File: src/include/sac_pkg.sv
// Package: constants and types of the converter channel control block
//----------------------------------------------------------------------
// Contract
// - Eight channel slots, each fully configurable
// - Slot enabled when positive select connected
// - One slot one-shot, more slots scan
// - Negative select used only when differential
// - Single-ended default grounds negative input
// - Result scaled by resolution minus mode bit
// - Resolution 8/10/12; 14 via oversampling
// - Every sample is 16-bit two's complement; negative differential results lose the sign from exponent 5 (14-bit: 7)
// - Offset calibration then finished event
// - Sample task from software or link
// - Scan spaces channels acquisition plus conversion
// - Scan mixes single-ended and differential slots
// - Selects route any input pin or supply
// - Sample-done and buffer-full interrupt sources
// - Internal timer gives continuous sampling in one-slot mode only
// - End event when results reach capacity
// - Stop task always yields stopped event
// - Accumulated event after full oversampling_exponent set
// - Burst takes two-to-exponent conversions back-to-back
//----------------------------------------------------------------------
package sac_pkg;
    localparam int          NUM_CH      = 8;
    // Input select codes: 0 not connected, 1..8 pins, 9 supply
    localparam logic [3:0]  SEL_NC      = 4'h0;
    localparam logic [3:0]  SEL_SUPPLY  = 4'h9;
    localparam logic [3:0]  SEL_GROUND  = 4'hF;
    // Resolution codes
    localparam logic [1:0]  RES_8       = 2'h0;
    localparam logic [1:0]  RES_10      = 2'h1;
    localparam logic [1:0]  RES_12      = 2'h2;
    localparam logic [1:0]  RES_14      = 2'h3;
    localparam logic [2:0]  RES_RST     = 3'h0;
    // Conversion time and calibration time
    localparam int          CONV_NS     = 2000;
    localparam int          CLK_NS      = 8;
    localparam int          CONV_CYC    = (CONV_NS + CLK_NS - 1) / CLK_NS;
    localparam int          CAL_NS      = 40000;
    localparam int          CAL_CYC     = (CAL_NS + CLK_NS - 1) / CLK_NS;
    localparam logic [15:0] CNT_RST     = 16'h0000;

    typedef struct packed {
        logic [3:0] posSel;
        logic [3:0] negSel;
        logic       diffMode;
        logic       burst;
        logic [2:0] acqCode;   // Acquisition time of (code + 1) ACQ_UNIT steps
    } sac_chcfg_t;

    typedef struct packed {
        logic        valid;
        logic [2:0]  chan;
        logic [15:0] value;
    } sac_result_t;

    typedef enum logic [2:0] {
        ST_IDLE = 3'b000,
        ST_ACQ  = 3'b001,
        ST_CONV = 3'b010,
        ST_NEXT = 3'b011,
        ST_CAL  = 3'b100
    } sac_state_t;

    localparam int          ACQ_UNIT    = 125;   // 1 us per code step
endpackage

File: src/rtl/sac_channel_control.sv
// Sequencer and result formatter around the successive approximation core
`timescale 1ns/1ps
module sac_channel_control
    import sac_pkg::*;
#(
    parameter int CAL_CYCLES = CAL_CYC
) (
    input  wire logic                  mclk,
    input  wire logic                  srst,
    input  wire sac_chcfg_t            chCfg [NUM_CH],
    input  wire logic [1:0]            resolution,
    input  wire logic [2:0]            oversamplingExponent,
    input  wire logic [15:0]           bufferCapacityCount,
    input  wire logic                  timerMode,
    input  wire logic [11:0]           timerPeriod,
    input  wire logic                  startTask,
    input  wire logic                  sampleTask,
    input  wire logic                  eventLinkSample,
    input  wire logic                  stopTask,
    input  wire logic                  offsetCalibrationTask,
    input  wire logic [11:0]           coreResult,
    output logic [3:0]                 muxPos,
    output logic [3:0]                 muxNeg,
    output logic                       coreSample,
    output sac_result_t                resultOut,
    output logic                       sampleDoneEvent,
    output logic                       accumulatedResultEvent,
    output logic                       endEvent,
    output logic                       stoppedEvent,
    output logic                       startedEvent,
    output logic                       calibrationFinishedEvent,
    output logic                       scanActive,
    output logic [15:0]                resultAmount
);
    // Calibration count must fit the 16-bit cycle counter
    if (CAL_CYCLES < 1 || CAL_CYCLES > 65536) begin : g_bad_cal
        $error("CAL_CYCLES must lie between 1 and 65536");
    end

    //------------------------------------------------------------------
    // Channel decode
    //------------------------------------------------------------------
    function automatic logic [3:0] countEn(input logic [NUM_CH-1:0] v);
        logic [3:0] c;
        c = 4'h0;
        for (int i = 0; i < NUM_CH; i++)
            c = c + {3'h0, v[i]};
        return c;
    endfunction

    // Next enabled slot after idx (all ones: from the first), else 8
    function automatic logic [3:0] nextEn(input logic [NUM_CH-1:0] v,
                                          input logic [3:0] idx);
        logic [3:0] n;
        n = 4'h8;
        for (int i = NUM_CH - 1; i >= 0; i--)
            if (v[i] && (idx == 4'hF || 4'(i) > idx))
                n = 4'(i);
        return n;
    endfunction

    logic [NUM_CH-1:0] chEnabled;
    for (genvar g = 0; g < NUM_CH; g++) begin : g_en
        assign chEnabled[g] = (chCfg[g].posSel != SEL_NC);
    end
    wire logic [3:0] enCount   = countEn(chEnabled);
    wire logic       anyEn     = (enCount != 4'h0);
    wire logic       scanMode  = (enCount > 4'h1);
    wire logic [3:0] firstCh   = nextEn(chEnabled, 4'hF);

    //------------------------------------------------------------------
    // State
    //------------------------------------------------------------------
    sac_state_t  state_reg, state_next;
    logic [2:0]  ch_reg;
    logic [15:0] cnt_reg;
    logic [7:0]  burst_reg;           // Conversions left in oversampling_exponent set
    logic [19:0] acc_reg;
    logic        running_reg;
    logic [15:0] amount_reg;
    logic [11:0] timer_reg;
    logic        timerOn_reg;

    wire sac_chcfg_t curCfg  = chCfg[ch_reg];
    wire logic [7:0] osTotal = 8'h01 << oversamplingExponent;
    wire logic [15:0] acqCyc = 16'(({13'h0, curCfg.acqCode} + 16'h1)
                                   * 16'(ACQ_UNIT));
    wire logic       timerTick = timerOn_reg && (timer_reg == 12'h000);
    wire logic       trig = sampleTask || eventLinkSample
                            || timerTick;
    wire logic       go   = trig && anyEn && running_reg &&
                            (state_reg == ST_IDLE);
    wire logic       convDone = (state_reg == ST_CONV) &&
                                (cnt_reg == 16'(CONV_CYC - 1));
    wire logic [3:0] nxt = nextEn(chEnabled, {1'b0, ch_reg});
    wire logic       setDone = convDone && (burst_reg == 8'h01);
    wire logic       moreScan = scanMode && (nxt != 4'h8);

    // Inputs to the core mux: negative grounded unless differential
    assign muxPos = curCfg.posSel;
    assign muxNeg = curCfg.diffMode ? curCfg.negSel
                                    : SEL_GROUND;
    assign coreSample = (state_reg == ST_ACQ);
    assign scanActive = scanMode;
    assign resultAmount = amount_reg;

    always_comb begin
        state_next = state_reg;
        unique case (state_reg)
            ST_IDLE: begin
                if (offsetCalibrationTask)
                    state_next = ST_CAL;
                else if (go)
                    state_next = ST_ACQ;
            end
            ST_ACQ: begin
                if (cnt_reg >= acqCyc - 16'h1)
                    state_next = ST_CONV;
            end
            ST_CONV: begin
                if (convDone)
                    state_next = ST_NEXT;
            end
            ST_NEXT: begin
                // Burst repeats in place; scan steps to the next slot
                if (burst_reg != 8'h00 && curCfg.burst)
                    state_next = ST_ACQ;
                else if (burst_reg == 8'h00 && moreScan)
                    state_next = ST_ACQ;
                else
                    state_next = ST_IDLE;
            end
            ST_CAL: begin
                if (cnt_reg == 16'(CAL_CYCLES - 1))
                    state_next = ST_IDLE;
            end
            default: state_next = ST_IDLE;
        endcase
        if (stopTask)
            state_next = ST_IDLE;
    end

    //------------------------------------------------------------------
    // Result formatting
    //------------------------------------------------------------------
    // Core gives 12 bits; resolution trims LSBs, differential halves
    // the positive span so the top bit becomes the sign.
    function automatic logic [15:0] fmt(input logic [11:0] raw,
                                        input logic [1:0] res,
                                        input logic diff);
        logic [11:0] v;
        logic [15:0] r;
        unique case (res)
            RES_8:   v = {4'h0, raw[11:4]};
            RES_10:  v = {2'h0, raw[11:2]};
            default: v = raw;
        endcase
        if (diff) begin
            // Signed: top bit of selected width is the sign
            unique case (res)
                RES_8:   r = {{8{v[7]}}, v[7:0]};
                RES_10:  r = {{6{v[9]}}, v[9:0]};
                default: r = {{4{v[11]}}, v[11:0]};
            endcase
        end else begin
            r = {4'h0, v};
        end
        return r;
    endfunction

    wire logic [15:0] sampleVal = fmt(coreResult, resolution,
                                      curCfg.diffMode);
    wire logic [19:0] accSum = acc_reg + {{4{sampleVal[15]}}, sampleVal};
    // 14-bit only through oversampling: accumulate then rescale
    wire logic [15:0] osVal = (resolution == RES_14)
        ? 16'(accSum >>> (oversamplingExponent - 3'h2 > 3'h5 ? 3'h0 :
                          oversamplingExponent - 3'h2))
        : 16'(accSum >>> oversamplingExponent);
    wire logic       amountFull = (amount_reg + 16'h1 >= bufferCapacityCount);

    always_ff @(posedge mclk) begin
        if (srst) begin
            state_reg <= ST_IDLE;
            cnt_reg   <= CNT_RST;
            ch_reg    <= 3'h0;
            burst_reg <= 8'h00;
            acc_reg   <= 20'h00000;
            running_reg <= 1'b0;
            amount_reg <= CNT_RST;
            timer_reg <= 12'h000;
            timerOn_reg <= 1'b0;
            resultOut <= '0;
            sampleDoneEvent <= 1'b0;
            accumulatedResultEvent <= 1'b0;
            endEvent <= 1'b0;
            stoppedEvent <= 1'b0;
            startedEvent <= 1'b0;
            calibrationFinishedEvent <= 1'b0;
        end else begin
            state_reg <= state_next;
            cnt_reg <= (state_next != state_reg) ? CNT_RST : cnt_reg + 16'h1;
            sampleDoneEvent <= convDone && !stopTask;
            accumulatedResultEvent <= setDone && !stopTask;
            endEvent <= 1'b0;
            stoppedEvent <= stopTask;
            startedEvent <= startTask;
            calibrationFinishedEvent <= (state_reg == ST_CAL) &&
                (cnt_reg == 16'(CAL_CYCLES - 1));
            resultOut.valid <= 1'b0;
            if (startTask) begin
                running_reg <= 1'b1;
                amount_reg  <= CNT_RST;
                timerOn_reg <= timerMode && !scanMode;
                timer_reg   <= timerPeriod;
            end
            if (timerOn_reg)
                timer_reg <= (timer_reg == 12'h000) ? timerPeriod
                                                    : timer_reg - 12'h001;
            if (go) begin
                ch_reg    <= firstCh[2:0];
                burst_reg <= osTotal;
                acc_reg   <= 20'h00000;
            end
            if (convDone) begin
                burst_reg <= burst_reg - 8'h01;
                acc_reg   <= setDone ? 20'h00000 : accSum;
            end
            if (setDone && !stopTask) begin
                resultOut.valid <= 1'b1;
                resultOut.chan  <= ch_reg;
                resultOut.value <= osVal;
                amount_reg <= amount_reg + 16'h1;
                if (amountFull) begin
                    endEvent    <= 1'b1;
                    running_reg <= 1'b0;
                    timerOn_reg <= 1'b0;
                end
            end
            if (state_reg == ST_NEXT && burst_reg == 8'h00 && moreScan) begin
                ch_reg    <= nxt[2:0];
                burst_reg <= osTotal;
            end
            if (stopTask) begin
                running_reg <= 1'b0;
                timerOn_reg <= 1'b0;
            end
        end
    end
endmodule

File: config.mk
export PLATFORM = sky130hd
export DESIGN_NAME = sac_channel_control
export DESIGN_NICKNAME = d
export VERILOG_FILES = /design/src/include/sac_pkg.sv /design/src/rtl/sac_channel_control.sv
export SDC_FILE = /design/constraint.sdc
export NUM_CORES = 1
export LEC_CHECK = 0
export BUFFER_PORTS_ARGS = -buffer_cell sky130_fd_sc_hd__buf_2
export CAP_MARGIN = 20
export CORE_MARGIN = 2
export CORE_UTILIZATION = 50
export CTS_CLUSTER_DIAMETER = 200
export DETAILED_ROUTE_END_ITERATION = 8
export PLACE_DENSITY = 0.76
export SYNTH_ARGS = -nofsm -noshare
export SYNTH_HDL_FRONTEND = slang
export SYNTH_SLANG_ARGS = --single-unit
File: constraint.sdc
create_clock -name mclk -period 6.4 [get_ports mclk]
set_input_delay 1.28 -clock mclk [delete_from_list [all_inputs] [get_ports mclk]]
set_output_delay 1.28 -clock mclk [all_outputs]
set_load 0.05 [all_outputs]
; ---- After elaboration in Yosys (flattened, before gate mapping)
; Index checks and enable logic that the tools add are counted.
[word_totals]
reg_bits = 106
in_bits = 157
output_inout_bits = 52
wordCells = 164
[classes]
n_addsub = 15
multipliers = 1
magnitude_cmp = 12
eq_ne = 11
shifts = 3
mux = 54
n_bitwise = 2
n_reduce_logical = 48
[op_table]
columns = cell, n
row1 = $mux 20, 4
row2 = $mux 16, 4
row3 = $mux 3, 17
row4 = $sshr 20x3->16, 2
row5 = $bmux 13 s3, 1
row6 = $mux 12, 3
row7 = $reduce_bool 4->1, 9
row8 = $add 16x1->16 const B, 2
row9 = $ge 16x16->1, 2
row10 = $mux 4, 8
row11 = $pmux 16 s2, 1
row12 = $mux 13, 2
row13 = $mux 8, 3
row14 = $pmux 12 s2, 1
row15 = $logic_and 1x1->1, 22
row16 = $add 20x20->20, 1
row17 = $add 4x1->4, 4
row18 = $eq 16x13->1 const B, 1
row19 = $eq 16x8->1 const B, 1
row20 = $pmux 3 s5, 1
row21 = $gt 3x3->1 const A, 4
row22 = $logic_not 12->1, 1
row23 = $sub 11x1->12 const B, 1
row24 = $sub 12x1->12 const B, 1
row25 = 33 further kinds, 50

; ---- Longest topological paths before layout
; Gate-level depths: netlist of run 1.
[depth]
ltp_word = 18
mapped_depth = 25
ltp_nobuf = 22

; ---- Least setup slack after synthesis of run 1
; No wires, ideal clock.
[synth_timing]
path_kind = input -> register
from = input chCfg[1] (netlist name)
to = register cnt_reg[10]
setup_time_ps = 64
arrival_time_ps = 6373
required_time_ps = 6336
setup_slack_ps = -37
cell_stages = 22
path_buffers = 1
path_cell_list = mux4_2 -> mux2i_1 -> inv_1 -> ha_1 -> xnor2_1 -> fa_1 -> fa_1 -> inv_1 -> ha_1 -> a21oi_1 -> nand2_1 -> xnor2_1 -> ha_1 -> a211oi_1 -> o21ai_0 -> a31o_2 -> a21oi_1 -> o311ai_0 -> nor4_1 -> o211ai_2 -> buf_4 -> nor2_1
[synth_via]
elab_chain_cells = 12
[synth_lines]
columns = item, line_no
row1 = start: declaration, sac_channel_control.sv:10  ; input wire sac_chcfg_t chCfg [NUM_CH],
row2 = $bmux 13 s3, sac_channel_control.sv:84  ; wire sac_chcfg_t curCfg = chCfg[ch_reg];
row3 = $mux 13 (implied by the code) (2 in series), sac_channel_control.sv:84
row4 = $add 3x1->4, sac_channel_control.sv:86  ; wire logic [15:0] acqCyc = 16'(({13'h0, curCfg.acqCode} + 16'h1)
row5 = $mul 4x7->11, sac_channel_control.sv:87  ; * 16'(ACQ_UNIT));
row6 = $sub 11x1->12, sac_channel_control.sv:117  ; if (cnt_reg >= acqCyc - 16'h1)
row7 = $ge 16x16->1, sac_channel_control.sv:117
row8 = $mux 3, sac_channel_control.sv:117
row9 = $pmux 3 s5, sac_channel_control.sv:109  ; unique case (state_reg)
row10 = $mux 3, sac_channel_control.sv:139  ; if (stopTask)
row11 = $ne 3x3->1, sac_channel_control.sv:201  ; cnt_reg <= (state_next != state_reg) ? CNT_RST : cnt_reg + 16'h1;
row12 = $reduce_or 2->1 (no source line), --
row13 = end signal: assignment, sac_channel_control.sv:201
row14 = end: declaration, sac_channel_control.sv:76  ; logic [15:0] cnt_reg;
; No other way between the ends. The select of a mux whose other input is x is not followed.
; A chain may end at the register's enable or synchronous reset.

; ---- Final worst setup path of run 1
[layout_timing]
from = input chCfg[0] (netlist name)
to = register cnt_reg[3]
; The elaborated chain is that of the path after synthesis.

==> flow_metrics.env, run 1 <==
export IMPL_maxCapViolations=0
export IMPL_yosysTopAreaCell="dfxtp_1"
export IMPL_drtIter0Drc=597
export IMPL_grt_first_pass_wirelength_um=40300
export IMPL_synthTopCellsByCount="139 x nor2_1, 105 x dfxtp_1, 95 x nand2_1"
export IMPL_clkSinkCount=105
export IMPL_yosysUniqueCellTypes=82
export IMPL_grt_pass1_vias=8364
export IMPL_drcViolationCount=0
export IMPL_grt_overflow=0
export IMPL_num_vias=8935
export IMPL_postCtsHoldBufs=0
export IMPL_r2r_slack_ps=580
export IMPL_io_pins=209
export IMPL_hold_viol=0
export IMPL_gp_congestion=0.892
export IMPL_synth_edf_count=0
export IMPL_setup_violations=0
export IMPL_antenna_found_initial=0
export IMPL_synth_top_area_share_pct=23.4
export IMPL_syn_avg_cell_area_um2=8.05
export IMPL_htreeDepth=3
export IMPL_syn_nets=1348
export IMPL_fin_util_pct=59.6
export IMPL_yosysSeqAreaShare_pct=23.4
export IMPL_r2r_end="cnt_reg[3]"
export IMPL_grt_total_usage_pct=25.1
export IMPL_vdd_ir_drop_max_v=0.000146
export IMPL_design_die_area_um2=19100
export IMPL_synth_area_top_cells="dfxtp_1 23%, ha_1 9.0%, mux4_2 6.8%, nor2_1 5.8%, a21oi_1 4.6%"
export IMPL_cts_tree="yes"
export IMPL_fmax_ghz=0.161
export IMPL_r2r_cells=24
export IMPL_worst_ep_arrival_time_ps=6500
export IMPL_syn2layout_area_growth_pct=18.0
export IMPL_worst_hold_path_type="reg2reg"
export IMPL_n_antenna_cell=0
export IMPL_dpl_cell_area_um2=10200
export IMPL_cp_startpoint="chCfg[0]"
export IMPL_slew_headroom_pct=17.5
export IMPL_die_y_um=138
export IMPL_fin_area_um2=10600
export IMPL_numCtsBuffers=9
export IMPL_post_route_period_util_pct=97.1
export IMPL_crit_end="cnt_reg[3]"
export IMPL_portBuffers=208
export IMPL_end_kind="flop"
export IMPL_clkTransAtPathRegs_ps=80
export IMPL_synth_most_common_cell="nor2_1"
export IMPL_routed_via_density=5.82
export IMPL_grt_max_degree=89
export IMPL_finClkSkew_ps=13.6
export IMPL_num_nets_final=1531
export IMPL_cts_buffer_depth=2
export IMPL_period_minus_slack_ps=6210
export IMPL_yosysWarnings=0
export IMPL_slew_violations=0
export IMPL_die_x_um=138
export IMPL_initial_core_util_pct=50.6
export IMPL_dp_cells=1515
export IMPL_netlist_instances=1117
export IMPL_synth_async_sr_flop_share_pct=0
export IMPL_clk_latency_ps=360
export IMPL_root_buffer="clkbuf_16"
export IMPL_cp_start_kind="input pin"
export IMPL_ys_ff_latch=105
export IMPL_r2r_start="ch_reg[0]"
export IMPL_routed_wl_um=25100
export IMPL_status="complete, no violations"
export IMPL_dp_hpwl_um=19100
export IMPL_post_drt_wl_per_cell_um=16.3
export IMPL_syn_area_um2=8990
export IMPL_power_leakage_nw=4.62
export IMPL_synth_ff_type="dfxtp_1"
export IMPL_antenna_left=0
export IMPL_core_um2=17800
export IMPL_stdcell_count=1534
export IMPL_row_count=49
export IMPL_power_density_nw_per_um2=164
export IMPL_critical_path_class="in2reg"
export IMPL_crit_fanout=8
export IMPL_worstMarginPinSlew_ps=1210
export IMPL_drtPass1Iterations=5
export IMPL_cp_required_ps=6680
export IMPL_drive_above_1_share_pct=25.0
==> routing by layer <==
layer	part of all wire [%]	track usage [%]	wire (um)	vias to the layer above
met1	44	33.8	11000	4212
met3	6.4	5.02	1620	25
met2	48	41.9	12100	257
met5	0	0	0	-
li1	-	-	-	4441
met4	1.1	5.48	286	0
==> logic make-up (layout without fill, tap and decap cells) <==
logic type                 after synthesis  in the layout  share of synthesized area [%]
AOI/OAI and AO/OA                      287            288                           21.4
muxes                                   61             61                           10.8
xor gates and xnor gates                52             52                           5.23
and+or+nand+nor                        418            418                           22.7
buffers and inverters                  120            307                           5.47
adders and majority gates               74             74                           11.1
DFF                                    105            105                           23.4
==> worst min-delay path by stage <==
stage                  start             to  depth (start not counted)
6_report       resultOut[17]  resultOut[17]                          2
5_1_grt        resultOut[17]  resultOut[17]                          2
4_1_cts        resultOut[17]  resultOut[17]                          2
3_5_place_dp   resultOut[17]  resultOut[17]                          2
3_3_place_gp   resultOut[17]  resultOut[17]                          2
2_1_floorplan     cnt_reg[0]     cnt_reg[0]                          1
==> worst max-delay path: stages <==
cell and delay (ps):
buf_2 120, mux4_2 490, mux2i_2 210, inv_1 90, ha_1 210, xnor2_2 170
buf_4 160, inv_1 60, fa_1 420, fa_1 490, inv_1 40, ha_1 320
a21oi_2 140, nand2_1 80, xnor2_1 120, ha_1 310, a211oi_2 220, o21ai_0 100
a31o_2 230, a21oi_1 180, o311ai_2 150, nor4_2 300, buf_4 180, o211ai_2 200
nor2_1 200
==> stage by stage <==
step	setup slack [ps]	TNS, ps	hold slack [ps]	power [W]
detailed placement	-236	-3500	446	0.00118
CTS	111	0	455	0.00173
floorplan	2.97	0	441	0.00103
finish	188	0	452	0.00174
global route	-80.1	-537	490	0.00183
global placement	38.2	0	437	0.00116
==> where the power goes <==
group          total (W)  internal (W)  switching (W)  leakage, nW
Clock           0.000558      0.000281       0.000277        0.141
Combinational   0.000507      0.000215       0.000292         3.62
Sequential      0.000675      0.000663      0.0000125        0.850
Total            0.00174       0.00116       0.000582         4.62
==> cell usage in the layout (no fill, tap or decap), types with 5 or more instances in the layout <==
cell / synthesis / layout
clkbuf_16: 0 / 9
nand4_1: 10 / 10
nor3_1: 36 / 35
dfxtp_1: 105 / 104
nand3_1: 31 / 31
nand2_1: 95 / 95
nor4_1: 20 / 19
a22oi_1: 23 / 23
ha_1: 65 / 65
a31oi_1: 12 / 12
o21ai_0: 54 / 53
buf_2: 12 / 208
and2_1: 6 / 6
o21a_1: 8 / 8
inv_1: 56 / 56
fa_1: 9 / 8
and3_1: 9 / 9
o21ai_1: 5 / 6
xor2_1: 21 / 21
nor2_1: 139 / 139
mux2_2: 6 / 6
or3_1: 10 / 10
a21oi_1: 82 / 81
mux2i_1: 27 / 25
o22ai_1: 8 / 8
nor4_2: 4 / 5
xnor2_1: 29 / 28
nand3b_1: 17 / 17
o211ai_1: 5 / 5
nor2b_1: 6 / 6
nand2b_1: 5 / 5
a21o_1: 19 / 19
a211oi_1: 25 / 24
buf_4: 5 / 26
mux4_2: 27 / 27
nor3b_1: 6 / 6
==> what timing repair did <==
| action | 4_1_cts | 5_1_grt |
|---|---|---|
| setup endpoints to repair | 0 | 17 |
| buffers inserted | 0 | 2 |
| resized for setup | 0 | 11 |
==> cell type report <==
cell class,count,area (um^2)
tap,229,287
clock buffer,10,239
multi-input combinational,893,6480
fill,1645,7170
timing repair buffer,234,1240
sequential,105,2100
inverter,57,214
clock inverter,6,50.0
No activity file was read; power rests on OpenSTA's default activity.
==> run 2, diff against run 1 <==
Settings changed: CORE_UTILIZATION 50 to 56, PLACE_DENSITY 0.76 to 0.81.
Clock period 6.4 ns to 6.2 ns, I/O delays scaled along.
==> flow_metrics.env, run 2 (synthesis gave the netlist of run 1 again) <==
export IMPL_status="complete, no violations"
export IMPL_fin_area_um2=10500
export IMPL_stdcell_count=1519
export IMPL_dp_cells=1501
export IMPL_worst_hold_path_type="reg2reg"
export IMPL_grt_busiest_layer="met2"
export IMPL_cts_buffer_depth=2
export IMPL_cts_tree="yes"
export IMPL_cp_required_ps=4960
export IMPL_drtPass1Iterations=6
export IMPL_layout_common_cells="208 x buf_2, 139 x nor2_1, 104 x dfxtp_1, 95 x nand2_1, 82 x a21oi_1"
export IMPL_dp_hpwl_um=18600
export IMPL_io_pins=209
export IMPL_dpl_cell_area_um2=10200
export IMPL_root_buffer="clkbuf_16"
export IMPL_clkSinkCount=105
export IMPL_fmax_ghz=0.168
export IMPL_maxCapViolations=0
export IMPL_worstHoldStart="resultOut[17]"
export IMPL_grt_overflow=0
export IMPL_drcViolationCount=0
export IMPL_cp_start_kind="input pin"
export IMPL_grt_pass1_vias=8381
export IMPL_core_um2=15800
export IMPL_multi_input_area_um2=6440
export IMPL_seq_area_um2=2100
export IMPL_gp_congestion=0.927
export IMPL_clkTransAtPathRegs_ps=80
export IMPL_portBuffers=208
export IMPL_worstMarginPinSlew_ps=1110
export IMPL_antenna_found_initial=1
export IMPL_antenna_left=0
export IMPL_initial_core_util_pct=57.0
export IMPL_slew_violations=0
export IMPL_clk_latency_ps=360
export IMPL_setup_violations=0
export IMPL_grt_max_degree=71
export IMPL_end_kind="primary output"
export IMPL_met2_usage_pct=48.6
export IMPL_met3_usage_pct=5.78
export IMPL_post_route_period_util_pct=96.0
export IMPL_power_leakage_nw=4.59
export IMPL_whs_ps=461
export IMPL_row_count=46
export IMPL_post_drt_wl_per_cell_um=16.1
export IMPL_dp_worst_setup_slack_ps=-119
export IMPL_syn2layout_area_growth_pct=17.2
export IMPL_slew_headroom_pct=25.7
export IMPL_r2r_cells=22
export IMPL_grt_first_pass_wirelength_um=39500
export IMPL_worst_ep_arrival_time_ps=4710
export IMPL_routed_via_density=5.95
export IMPL_grt_total_usage_pct=28.5
export IMPL_r2r_slack_ps=750
export IMPL_crit_fanout=4
export IMPL_critical_path_class="in2out"
export IMPL_vdd_ir_drop_max_v=0.000129
export IMPL_drtIter0Drc=792
export IMPL_mostFrequentLayoutCell="buf_2"
export IMPL_min_path_cells=2
export IMPL_n_fill_cell=1372
export IMPL_finClkSkew_ps=10.9
export IMPL_rsz0062_at_grt="no"
export IMPL_die_y_um=131
export IMPL_r2r_end="cnt_reg[9]"
export IMPL_drive_above_1_share_pct=24.7
export IMPL_num_nets_final=1528
export IMPL_power_density_nw_per_um2=168
export IMPL_grtUsageMet1_pct=37.0
export IMPL_min_to="resultOut[17]"
export IMPL_num_vias=9038
export IMPL_routed_wl_um=24500
export IMPL_htreeDepth=3
export IMPL_r2r_start="ch_reg[0]"
export IMPL_fin_util_pct=66.8
export IMPL_fin_ws_ps=248
export IMPL_design_die_area_um2=17100
export IMPL_die_x_um=131
export IMPL_numCtsBuffers=9
export IMPL_period_minus_slack_ps=5950
export IMPL_hold_viol=0
[run 2: worst max-delay path by stage]
stage / startpoint / to / slack, ps / cells past startpoint
floorplan: chCfg[1] / cnt_reg[10] / 10 / 22
global placement: chCfg[27] / cnt_reg[13] / 60 / 23
detailed placement: chCfg[53] / cnt_reg[2] / -120 / 23
CTS: chCfg[87] / scanActive / 180 / 11
global route: chCfg[1] / cnt_reg[9] / 8 / 24
finish: chCfg[100] / scanActive / 250 / 10
[run 2: final cells by class]
class | count | area share [%]
timing repair buffer | 232 | 11.7
antenna | 1 | 0.0238
clock inverter | 7 | 0.511
multi-input combinational | 892 | 61.1
sequential | 105 | 20.0
tap | 216 | 2.57
inverter | 57 | 2.03
clock buffer | 9 | 2.14
[run 2: what timing repair did]
action,in CTS,in global routing
hold buffers,0,0
setup buffers,0,1
gates resized for setup,0,6
setup endpoints to repair,0,17
[run 2: worst max-delay path: stages]
cell	delay, ps
buf_2	110
or4_1	620
fa_1	540
fa_1	440
fa_1	450
ha_1	220
fa_1	380
and3_1	170
o21bai_2	220
buf_2	320
[run 2: per-layer routing]
| layer | part of all wire [%] | routed length, um | up-vias |
|---|---|---|---|
| met2 | 49 | 11900 | 331 |
| met1 | 43 | 10500 | 4226 |
| met3 | 6.2 | 1530 | 46 |
| met4 | 2.2 | 534 | 0 |
| li1 | - | - | 4435 |
| met5 | 0 | 0 | - |
[run 2: power breakdown]
group / total [W] / switching [W] / internal (W)
Clock: 0.000555 / 0.000279 / 0.000276
Combinational: 0.000514 / 0.000295 / 0.000219
Sequential: 0.000696 / 0.0000123 / 0.000684
[run 2: metrics by stage]
| step | setup TNS (ps) | total power, W |
|---|---|---|
| finish | 0 | 0.00176 |
| global route | 0 | 0.00186 |
| CTS | 0 | 0.00176 |
| detailed placement | -1620 | 0.00121 |
| global placement | 0 | 0.00120 |
| floorplan | 0 | 0.00107 |
